==> src/rtl/fss_regs.svh <==
`ifndef FSS_REGS_SVH
`define FSS_REGS_SVH
`define FSS_OFF_CMD      8'h00
`define FSS_OFF_TRACK    8'h04
`define FSS_OFF_SECTOR   8'h08
`define FSS_OFF_DATA     8'h0c
`define FSS_OFF_SPT      8'h10
`define FSS_ST_BUSY      0
`define FSS_ST_CRC       3
`define FSS_ST_SEEK      4
`define FSS_ST_NRDY      7
`define FSS_CMD_H        3
`define FSS_CMD_V        2
`define FSS_CMD_U        4
`define FSS_CMD_M        4
`define FSS_CMD_S        3
`define FSS_CMD_E        2
`define FSS_CMD_C        1
`define FSS_TY_RS        3'h0
`define FSS_TY_STEP      3'h1
`define FSS_TY_IN        3'h2
`define FSS_TY_OUT       3'h3
`define FSS_OP_FORCE     4'hd
`define FSS_AUTO_CMD     8'h03
`define FSS_SPT_RESET    8'h1a
`define FSS_RESTORE_MAX  8'hff
`define FSS_IDLE_REVS    4'hf
`define FSS_VERIFY_REVS  3'h4
`define FSS_SIDE_REVS    3'h5
`define FSS_REV_MAX      3'h7
`define FSS_SEC_BASE     11'h080
`define FSS_CLK_MHZ      100
`define FSS_SETTLE_MS    15
`define FSS_STEP_NS      2000
`define FSS_RATE0_MS     3
`define FSS_RATE1_MS     6
`define FSS_RATE2_MS     10
`define FSS_RATE3_MS     15
`define FSS_SY_RST       4
`define FSS_SY_TZ        3
`define FSS_SY_SETTLED   2
`define FSS_SY_RDY       1
`define FSS_SY_IDX       0
`endif

==> src/rtl/fss_pkg.sv <==
package fss_pkg;
	typedef struct packed {
		logic       valid;
		logic [7:0] track;
		logic       side;
		logic [7:0] sector;
		logic [1:0] len;
		logic       crc_ok;
	} fss_id_type;

	typedef enum logic [10:0] {
		st_idle   = 11'h001,
		st_decide = 11'h002,
		st_pulse  = 11'h004,
		st_rate   = 11'h008,
		st_vchk   = 11'h010,
		st_settle = 11'h020,
		st_engage = 11'h040,
		st_verify = 11'h080,
		st_search = 11'h100,
		st_access = 11'h200,
		st_done   = 11'h400
	} fss_state_type;
endpackage

==> src/rtl/fss_sequencer.sv <==
`timescale 1ns/1ps
`include "fss_regs.svh"
// How it works
// - positioning start loads or unloads head per flag
// - idle fifteen revolutions drops head load
// - verify flag selects destination track verify
// - verify waits settle time then head settled
// - matching good id ends verify cleanly
// - good id wrong track sets seek error
// - bad crc matching id flags crc, retries
// - four revolutions without good id ends
// - update flag moves track per step
// - restore steps out until track zero
// - restore gives up after 255 steps
// - master reset release starts restore
// - seek steps track register toward data
// - step repeats last direction, waits, verifies
// - step in increments, step out decrements
// - sector command loads head, optional settle
// - search matches track, sector, crc
// - four revolutions unmatched sets crc error bit
// - length code gives 128 to 1024 bytes
// - multiple mode advances sector until exceeded
// - side compare within five index pulses
// - busy bit one while command runs
// - sector command refused when drive not ready
module fss_sequencer
	import fss_pkg::*;
#(
	parameter int SETTLE_CYC = `FSS_SETTLE_MS * `FSS_CLK_MHZ * 1000,
	parameter int RATE0_CYC  = `FSS_RATE0_MS * `FSS_CLK_MHZ * 1000,
	parameter int RATE1_CYC  = `FSS_RATE1_MS * `FSS_CLK_MHZ * 1000,
	parameter int RATE2_CYC  = `FSS_RATE2_MS * `FSS_CLK_MHZ * 1000,
	parameter int RATE3_CYC  = `FSS_RATE3_MS * `FSS_CLK_MHZ * 1000
)(
	input  wire logic        pclk,
	input  wire logic        presetn,
	input  wire logic        psel,
	input  wire logic        penable,
	input  wire logic        pwrite,
	input  wire logic [7:0]  paddr,
	input  wire logic [31:0] pwdata,
	output logic      [31:0] prdata,
	output logic             pready,
	output logic             pslverr,
	input  wire logic        master_reset_in_n,
	input  wire logic        track_zero_in_n,
	input  wire logic        head_settled_in,
	input  wire logic        ready_in,
	input  wire logic        index_in,
	input  wire fss_id_type  id_in,
	input  wire logic        data_done_in,
	output logic             head_load_out,
	output logic             step_pulse_out,
	output logic             step_dir_out,
	output logic             side_select_out,
	output logic             interrupt_request_out,
	output logic             sector_access_out,
	output logic      [10:0] sector_bytes_out
);
	localparam int STEP_CYC = `FSS_STEP_NS * `FSS_CLK_MHZ / 1000;

	fss_state_type state_reg;
	logic [4:0]    sync1_reg, sync2_reg;
	logic          idx_d_reg, rst_d_reg, stepped_reg, done_reg, irq_reg;
	logic [7:0]    cmd_reg, track_reg, sector_reg, data_reg, spt_reg;
	logic [7:0]    err_reg, steps_reg, start_cmd;
	logic [23:0]   timer_reg, rate_cyc;
	logic [2:0]    rev_reg, ctype, rev_limit;
	logic [3:0]    idle_reg;
	logic [31:0]   rdata_reg;
	logic          wr_acc, rd_acc, hit, cmd_wr, force_hit, busy;
	logic          start_go, idx_edge, rst_rise, tz, next_dir, upd;
	logic          id_match, side_ok;

	// pins are asynchronous to pclk; stage one is read by stage two only
	always_ff @(posedge pclk or negedge presetn) begin
		if (!presetn) begin
			sync1_reg <= 5'h00;
			sync2_reg <= 5'h00;
			idx_d_reg <= 1'b0;
			rst_d_reg <= 1'b0;
		end else begin
			sync1_reg <= {master_reset_in_n, track_zero_in_n,
				head_settled_in, ready_in, index_in};
			sync2_reg <= sync1_reg;
			idx_d_reg <= sync2_reg[`FSS_SY_IDX];
			rst_d_reg <= sync2_reg[`FSS_SY_RST];
		end
	end

	assign idx_edge = sync2_reg[`FSS_SY_IDX] & ~idx_d_reg;
	assign rst_rise = sync2_reg[`FSS_SY_RST] & ~rst_d_reg;
	assign tz       = ~sync2_reg[`FSS_SY_TZ];

	assign wr_acc    = psel & penable & pwrite;
	assign rd_acc    = psel & penable & ~pwrite;
	assign hit       = (paddr == `FSS_OFF_CMD) || (paddr == `FSS_OFF_TRACK) ||
		(paddr == `FSS_OFF_SECTOR) || (paddr == `FSS_OFF_DATA) ||
		(paddr == `FSS_OFF_SPT);
	assign pready    = 1'b1;
	assign pslverr   = psel & penable & ~hit;
	assign prdata    = rdata_reg;
	assign cmd_wr    = wr_acc && (paddr == `FSS_OFF_CMD);
	assign force_hit = cmd_wr && (pwdata[7:4] == `FSS_OP_FORCE);
	assign busy      = (state_reg != st_idle);
	// a command write while busy is dropped unless it is force interrupt; auto restore beats a host write
	assign start_go  = ~busy & (rst_rise | (cmd_wr & ~force_hit));
	assign start_cmd = rst_rise ? `FSS_AUTO_CMD : pwdata[7:0];
	assign ctype     = cmd_reg[7:5];
	assign upd       = (ctype == `FSS_TY_RS) | cmd_reg[`FSS_CMD_U];

	always_comb begin
		case (ctype)
		`FSS_TY_RS:   next_dir = cmd_reg[4] & (data_reg > track_reg);
		`FSS_TY_IN:   next_dir = 1'b1;
		`FSS_TY_OUT:  next_dir = 1'b0;
		default:      next_dir = step_dir_out;
		endcase
	end

	always_comb begin
		case (cmd_reg[1:0])
		2'h0:    rate_cyc = 24'(RATE0_CYC);
		2'h1:    rate_cyc = 24'(RATE1_CYC);
		2'h2:    rate_cyc = 24'(RATE2_CYC);
		default: rate_cyc = 24'(RATE3_CYC);
		endcase
	end

	assign id_match  = (id_in.track == track_reg);
	assign side_ok   = ~cmd_reg[`FSS_CMD_C] |
		(id_in.side == cmd_reg[`FSS_CMD_S]);
	assign rev_limit = cmd_reg[`FSS_CMD_C] ? `FSS_SIDE_REVS
		: `FSS_VERIFY_REVS;

	// apb side registers; read data is captured in the setup cycle
	always_ff @(posedge pclk or negedge presetn) begin
		if (!presetn) begin
			cmd_reg   <= 8'h00;
			data_reg  <= 8'h00;
			spt_reg   <= `FSS_SPT_RESET;
			rdata_reg <= 32'h0000_0000;
		end else begin
			if (start_go)
				cmd_reg <= start_cmd;
			if (wr_acc && paddr == `FSS_OFF_DATA)
				data_reg <= pwdata[7:0];
			if (wr_acc && paddr == `FSS_OFF_SPT)
				spt_reg <= pwdata[7:0];
			if (psel && !penable && !pwrite) begin
				case (paddr)
				`FSS_OFF_CMD:    rdata_reg <= {24'h0, err_reg | 8'(busy)};
				`FSS_OFF_TRACK:  rdata_reg <= {24'h0, track_reg};
				`FSS_OFF_SECTOR: rdata_reg <= {24'h0, sector_reg};
				`FSS_OFF_DATA:   rdata_reg <= {24'h0, data_reg};
				`FSS_OFF_SPT:    rdata_reg <= {24'h0, spt_reg};
				default:         rdata_reg <= 32'h0000_0000;
				endcase
			end
		end
	end

	// completion outranks a status read or command write landing with it
	always_ff @(posedge pclk or negedge presetn) begin
		if (!presetn)
			irq_reg <= 1'b0;
		else if (done_reg)
			irq_reg <= 1'b1;
		else if (cmd_wr || (rd_acc && paddr == `FSS_OFF_CMD))
			irq_reg <= 1'b0;
	end
	assign interrupt_request_out = irq_reg;

	always_ff @(posedge pclk or negedge presetn) begin
		if (!presetn)
			idle_reg <= 4'h0;
		else if (busy)
			idle_reg <= 4'h0;
		else if (idx_edge && idle_reg != `FSS_IDLE_REVS)
			idle_reg <= idle_reg + 4'h1;
	end

	always_ff @(posedge pclk or negedge presetn) begin
		if (!presetn) begin
			state_reg         <= st_idle;
			track_reg         <= 8'h00;
			sector_reg        <= 8'h00;
			err_reg           <= 8'h00;
			steps_reg         <= 8'h00;
			timer_reg         <= 24'h00_0000;
			rev_reg           <= 3'h0;
			stepped_reg       <= 1'b0;
			done_reg          <= 1'b0;
			head_load_out     <= 1'b0;
			step_pulse_out    <= 1'b0;
			step_dir_out      <= 1'b0;
			side_select_out   <= 1'b0;
			sector_access_out <= 1'b0;
			sector_bytes_out  <= 11'h000;
		end else begin
			done_reg          <= 1'b0;
			sector_access_out <= 1'b0;
			if (wr_acc && paddr == `FSS_OFF_TRACK)
				track_reg <= pwdata[7:0];
			if (wr_acc && paddr == `FSS_OFF_SECTOR)
				sector_reg <= pwdata[7:0];
			if (timer_reg != 24'h00_0000)
				timer_reg <= timer_reg - 24'h00_0001;
			if (idx_edge && rev_reg != `FSS_REV_MAX)
				rev_reg <= rev_reg + 3'h1;
			if (!busy && idle_reg == `FSS_IDLE_REVS)
				head_load_out <= 1'b0;
			if (force_hit && busy) begin
				step_pulse_out <= 1'b0;
				state_reg      <= st_done;
			end else begin
				case (state_reg)
				st_idle: if (start_go) begin
					err_reg     <= 8'h00;
					steps_reg   <= 8'h00;
					stepped_reg <= 1'b0;
					if (start_cmd[7]) begin
						if (!sync2_reg[`FSS_SY_RDY]) begin
							err_reg[`FSS_ST_NRDY] <= 1'b1;
							state_reg <= st_done;
						end else begin
							head_load_out   <= 1'b1;
							side_select_out <= start_cmd[`FSS_CMD_S];
							timer_reg <= start_cmd[`FSS_CMD_E] ?
								24'(SETTLE_CYC) : 24'h00_0000;
							state_reg <= st_settle;
						end
					end else begin
						head_load_out <= start_cmd[`FSS_CMD_H];
						state_reg     <= st_decide;
					end
				end
				st_decide: begin
					if (ctype == `FSS_TY_RS && !cmd_reg[4]) begin
						if (tz) begin
							track_reg <= 8'h00;
							state_reg <= st_vchk;
						end else if (steps_reg == `FSS_RESTORE_MAX) begin
							err_reg[`FSS_ST_SEEK] <= 1'b1;
							state_reg <= st_done;
						end else begin
							step_dir_out   <= 1'b0;
							step_pulse_out <= 1'b1;
							steps_reg      <= steps_reg + 8'h01;
							timer_reg      <= 24'(STEP_CYC);
							state_reg      <= st_pulse;
						end
					end else if (ctype == `FSS_TY_RS ?
						(track_reg == data_reg) : stepped_reg) begin
						state_reg <= st_vchk;
					end else begin
						step_dir_out   <= next_dir;
						step_pulse_out <= 1'b1;
						stepped_reg    <= 1'b1;
						timer_reg      <= 24'(STEP_CYC);
						state_reg      <= st_pulse;
						if (upd)
							track_reg <= next_dir ? track_reg + 8'h01
								: track_reg - 8'h01;
					end
				end
				st_pulse: if (timer_reg == 24'h00_0000) begin
					step_pulse_out <= 1'b0;
					timer_reg      <= rate_cyc;
					state_reg      <= st_rate;
				end
				st_rate: if (timer_reg == 24'h00_0000)
					state_reg <= st_decide;
				st_vchk: begin
					if (cmd_reg[`FSS_CMD_V]) begin
						head_load_out <= 1'b1;
						timer_reg     <= 24'(SETTLE_CYC);
						state_reg     <= st_settle;
					end else
						state_reg <= st_done;
				end
				st_settle: if (timer_reg == 24'h00_0000)
					state_reg <= st_engage;
				st_engage: if (sync2_reg[`FSS_SY_SETTLED]) begin
					rev_reg   <= 3'h0;
					state_reg <= cmd_reg[7] ? st_search : st_verify;
				end
				st_verify: begin
					if (id_in.valid && id_in.crc_ok) begin
						if (!id_match)
							err_reg[`FSS_ST_SEEK] <= 1'b1;
						state_reg <= st_done;
					end else if (id_in.valid && id_match) begin
						err_reg[`FSS_ST_CRC] <= 1'b1;
					end else if (rev_reg >= `FSS_VERIFY_REVS) begin
						state_reg <= st_done;
					end
				end
				st_search: begin
					if (id_in.valid && id_match && id_in.crc_ok &&
						id_in.sector == sector_reg && side_ok) begin
						sector_bytes_out  <= `FSS_SEC_BASE << id_in.len;
						sector_access_out <= 1'b1;
						state_reg         <= st_access;
					end else if (rev_reg >= rev_limit) begin
						err_reg[`FSS_ST_CRC] <= 1'b1;
						state_reg <= st_done;
					end
				end
				st_access: if (data_done_in) begin
					if (!cmd_reg[`FSS_CMD_M])
						state_reg <= st_done;
					else if (sector_reg >= spt_reg) begin
						sector_reg <= sector_reg + 8'h01;
						err_reg[`FSS_ST_CRC] <= 1'b1;
						state_reg <= st_done;
					end else begin
						sector_reg <= sector_reg + 8'h01;
						rev_reg    <= 3'h0;
						state_reg  <= st_search;
					end
				end
				st_done: begin
					done_reg  <= 1'b1;
					state_reg <= st_idle;
				end
				default: state_reg <= st_idle;
				endcase
			end
		end
	end
endmodule // fss_sequencer

==> config.mk <==
export PLATFORM = sky130hd
export DESIGN_NAME = fss_sequencer
export DESIGN_NICKNAME = d
export VERILOG_FILES = /design/src/rtl/fss_pkg.sv /design/src/rtl/fss_sequencer.sv
export VERILOG_INCLUDE_DIRS = /design/src /design/src/rtl
export SDC_FILE = /design/constraint.sdc
export NUM_CORES = 1
export LEC_CHECK = 0
export BUFFER_PORTS_ARGS = -buffer_cell sky130_fd_sc_hd__buf_2
export CAP_MARGIN = 10
export CORE_MARGIN = 1
export CORE_UTILIZATION = 48
export DETAILED_ROUTE_END_ITERATION = 16
export PLACE_DENSITY = 0.69
export REMOVE_ABC_BUFFERS = 1
export SYNTH_ARGS = -nofsm -noshare
export SYNTH_HDL_FRONTEND = slang
export SYNTH_SLANG_ARGS = --single-unit
==> constraint.sdc <==
create_clock -name pclk -period 5.8 [get_ports pclk]
set_clock_uncertainty 0.2 [all_clocks]
set_input_delay 0.29 -clock pclk [delete_from_list [all_inputs] [get_ports pclk]]
set_output_delay 0.29 -clock pclk [all_outputs]
set_load 0.005 [all_outputs]
==> flow_summary.toml <==
[power]
p_per_area_mw_per_mm2 = 431
leakage_nw = 4.11
vdd.ir_drop.worst_mv = 0.228

[setup_path]
cp_slowest_cell = "dfrtp_1"
reg2reg_setup_slack_ns = 1.83
cp_top_family = "compound AO/OA/AOI/OAI gates"
critPathLaunchType = "flip-flop"
critPathRequiredTime_ns = 5.92
r2r_end = "track_reg[7]$_DFF_PN0_"
cp_data_arrival_time_ns = 4.09
cp_max_fo = 7
r2r_start = "track_reg[7]$_DFF_PN0_"
crit_type = "flip-flop to flip-flop"
cp_cell_sequence = "inv_1 > ha_1 > and4_1 > nand2_1 > nand3_1 > o211ai_1 > inv_1 > ha_1 > a21o_1 > a21oi_1 > o21ai_0 > o21ai_0 > nand2b_1 > a21oi_1 > xnor2_1 > a32o_1"
worst-path-buf-inv = 2
reg2reg_depth = 16
cp-end-kind = "flip-flop"
cpPeakStageDelay_ns = 0.49

[drt]
viasPerCell = 5.70
routed_wirelength_um = 20100
drc_errors = 0
ant_nets = 0
num_vias = 6743
drt-pass1-iter-count = 5
wl_per_cell_um = 17.0
drt_iter0_drc = 728

[final_layout]
layout_common_cells = "121 x dfrtp_1, 99 x nor2_1, 95 x nand2_1, 77 x o21ai_0, 65 x buf_2"
largest_reg_flops = 24
drive_gt1_share_pct = 14.8
num-fill-cells = 1459
final_common_cell = "dfrtp_1"
diodes = 0
area_growth_pct = 14.3
fin_nets = 1066

[grt]
use_met3_pct = 4.58
top_usage_layer = "met2"
grt_pass1_wl_um = 32500
track_usage_pct = 25.6
grt_max_degree = 70
grt_util_met1_pct = 36.0
grt_antenna_before_repair = 0
grtUsageMet2_pct = 39.2
grt_pass1_vias = 6230
grt-ovfl-total = 0

[clocking]
htree_levels = 4
cts_buffers = 17
cts.sinks = 125
clock_latency_ns = 0.43
cts-resized-gates = 0
cts.clk_slew.worst_paths_ns = 0.06
cts_buffer_depth = 2
clockRootBuffer = "clkbuf_16"
cts_tree = "done"

[sta]
finalSetupTns_ns = 0
finalMaxSlewViolations = 0
tightest_slew_ns = 1.01
relSlewSlack_pct = 31.9
setup_viol = 0
rsz0062_at_grt = "false"
hold_viol = 0
hold_ws_ns = 0.0236
fin_crit_ns = 3.97
fmax_ghz = 0.252
fin_crit_sh_pct = 68.5

[placement]
io_buffers = 66
gp_congestion = 0.933
dpl.hpwl_um = 14600

[yosys]
async_reset_ff_share_pct = 100
ys_ff_latch = 125
synth_flop_cell = "dfrtp_1"
avgSynthCellArea_um2 = 8.82
synthesis.yosys.warnings = 0
synth_edf_count = 0
synth_area_mm2 = 0.00778
yosysTopAreaCellShare_pct = 38.9
yosys.area.top_type = "dfrtp_1"
synthTopCellsByArea = "dfrtp_1 39%, ha_1 6.1%, o21ai_0 5.0%, nor2_1 4.8%, nand2_1 4.6%"
synth_cell_types = 70
syn-instance-count = 883
seq_area_frac_synth_pct = 40.3

[die]
die_height_um = 129
start_util_pct = 49.0
row_count = 46
dieArea_mm2 = 0.0167
fp.coreArea_mm2 = 0.0159
pin_count = 123
die_width_um = 129

[run_status]
status = "complete, no violations"

[worst_hold_path]
min_to = "cmd_reg[2]$_DFFE_PN0P_"
hp-start = "pwdata[2]"
hp-class = "primary input to flip-flop"
hold_depth = 3

[run]
drv_cap = 0
## cell type report
cell class | instances | area (um^2) | area share, %
clock buffers | 19 | 443 | 4.98
clock inverters | 13 | 143 | 1.60
inverters | 35 | 131 | 1.48
multi-input cells | 695 | 4300 | 48.3
flip-flops and latches | 125 | 3130 | 35.2
well taps | 216 | 270 | 3.04
repair buffers | 81 | 475 | 5.35
## through the flow
step	cell area, um^2	instances	power (mW)	setup WS, ns	util, %
floorplan	7560	855	2.33	2.37	-
global placement	8190	1140	2.73	2.00	51.6
detailed placement	8190	1140	2.77	1.90	51.6
CTS	8890	1184	3.83	1.87	56.0
global route	8890	1184	4.11	1.55	56.0
finish	8890	1184	3.84	1.83	56.0
## what timing repair did
action	in CTS	in global routing
hold endpoints to repair	78	0
setup buffers	0	0
hold buffers	12	0
## logic make-up after synthesis
logic type / synth area share [%]
simple gates: 22.7
compound gates: 14.8
flops: 40.3
buf+inv: 6.03
xor+xnor: 5.63
fa+ha+maj: 6.37
mux: 4.08
other cells: 0.0965
## where the power goes
group	internal, mW	switching [mW]	leakage, nW
logic	0.605	0.928	2.23
clock network	0.644	0.405	0.272
registers	1.04	0.214	1.61
total	2.29	1.55	4.11
## synthesized netlist by cell type, drive strengths merged, types with 3 or more instances
cell     count
o22ai        8
a211oi       4
nor4        16
ha          38
nand2       95
nor2       100
nand4       14
or3          5
nor3        28
or4          4
and2         6
mux2        22
a2111oi      3
dfrtp      121
a221oi       3
o211ai       4
nand4b       3
a21o         9
and3        11
a22o         4
dfstp        4
buf         35
and4         3
clkbuf      23
xor2        11
a222oi       4
a21oi       44
xnor2       39
inv         35
mux2i        7
nor3b        3
o21ai       78
nor2b        9
a31oi       10
or2          4
nand2b      13
nand3b       4
nand3       30
## tightest hold or removal path, cell delays in order
cell     delay, ns
buf_2         0.17
nand3_1       0.09
nand2_1       0.05
## per-layer routing
layer | share of wire (%) | vias to the layer above
met2 | 46 | 265
met1 | 46 | 3224
li1 | - | 3215
met5 | 0 | -
met4 | 1.9 | 0
met3 | 6.0 | 39
## worst max path at each step
stage / start / end / slack (ns) / depth (start not counted)
after global routing: track_reg[7]$_DFF_PN0_ / track_reg[7]$_DFF_PN0_ / 1.55 / 16
final: track_reg[7]$_DFF_PN0_ / track_reg[7]$_DFF_PN0_ / 1.83 / 16
after detailed placement: track_reg[7]$_DFF_PN0_ / track_reg[7]$_DFF_PN0_ / 1.90 / 16
after floorplan: track_reg[3]$_DFF_PN0_ / track_reg[7]$_DFF_PN0_ / 2.37 / 16
after global placement: track_reg[3]$_DFF_PN0_ / track_reg[7]$_DFF_PN0_ / 2.00 / 16
after CTS: track_reg[7]$_DFF_PN0_ / track_reg[7]$_DFF_PN0_ / 1.87 / 16
Note: power is estimated with default switching activity, not from simulation.
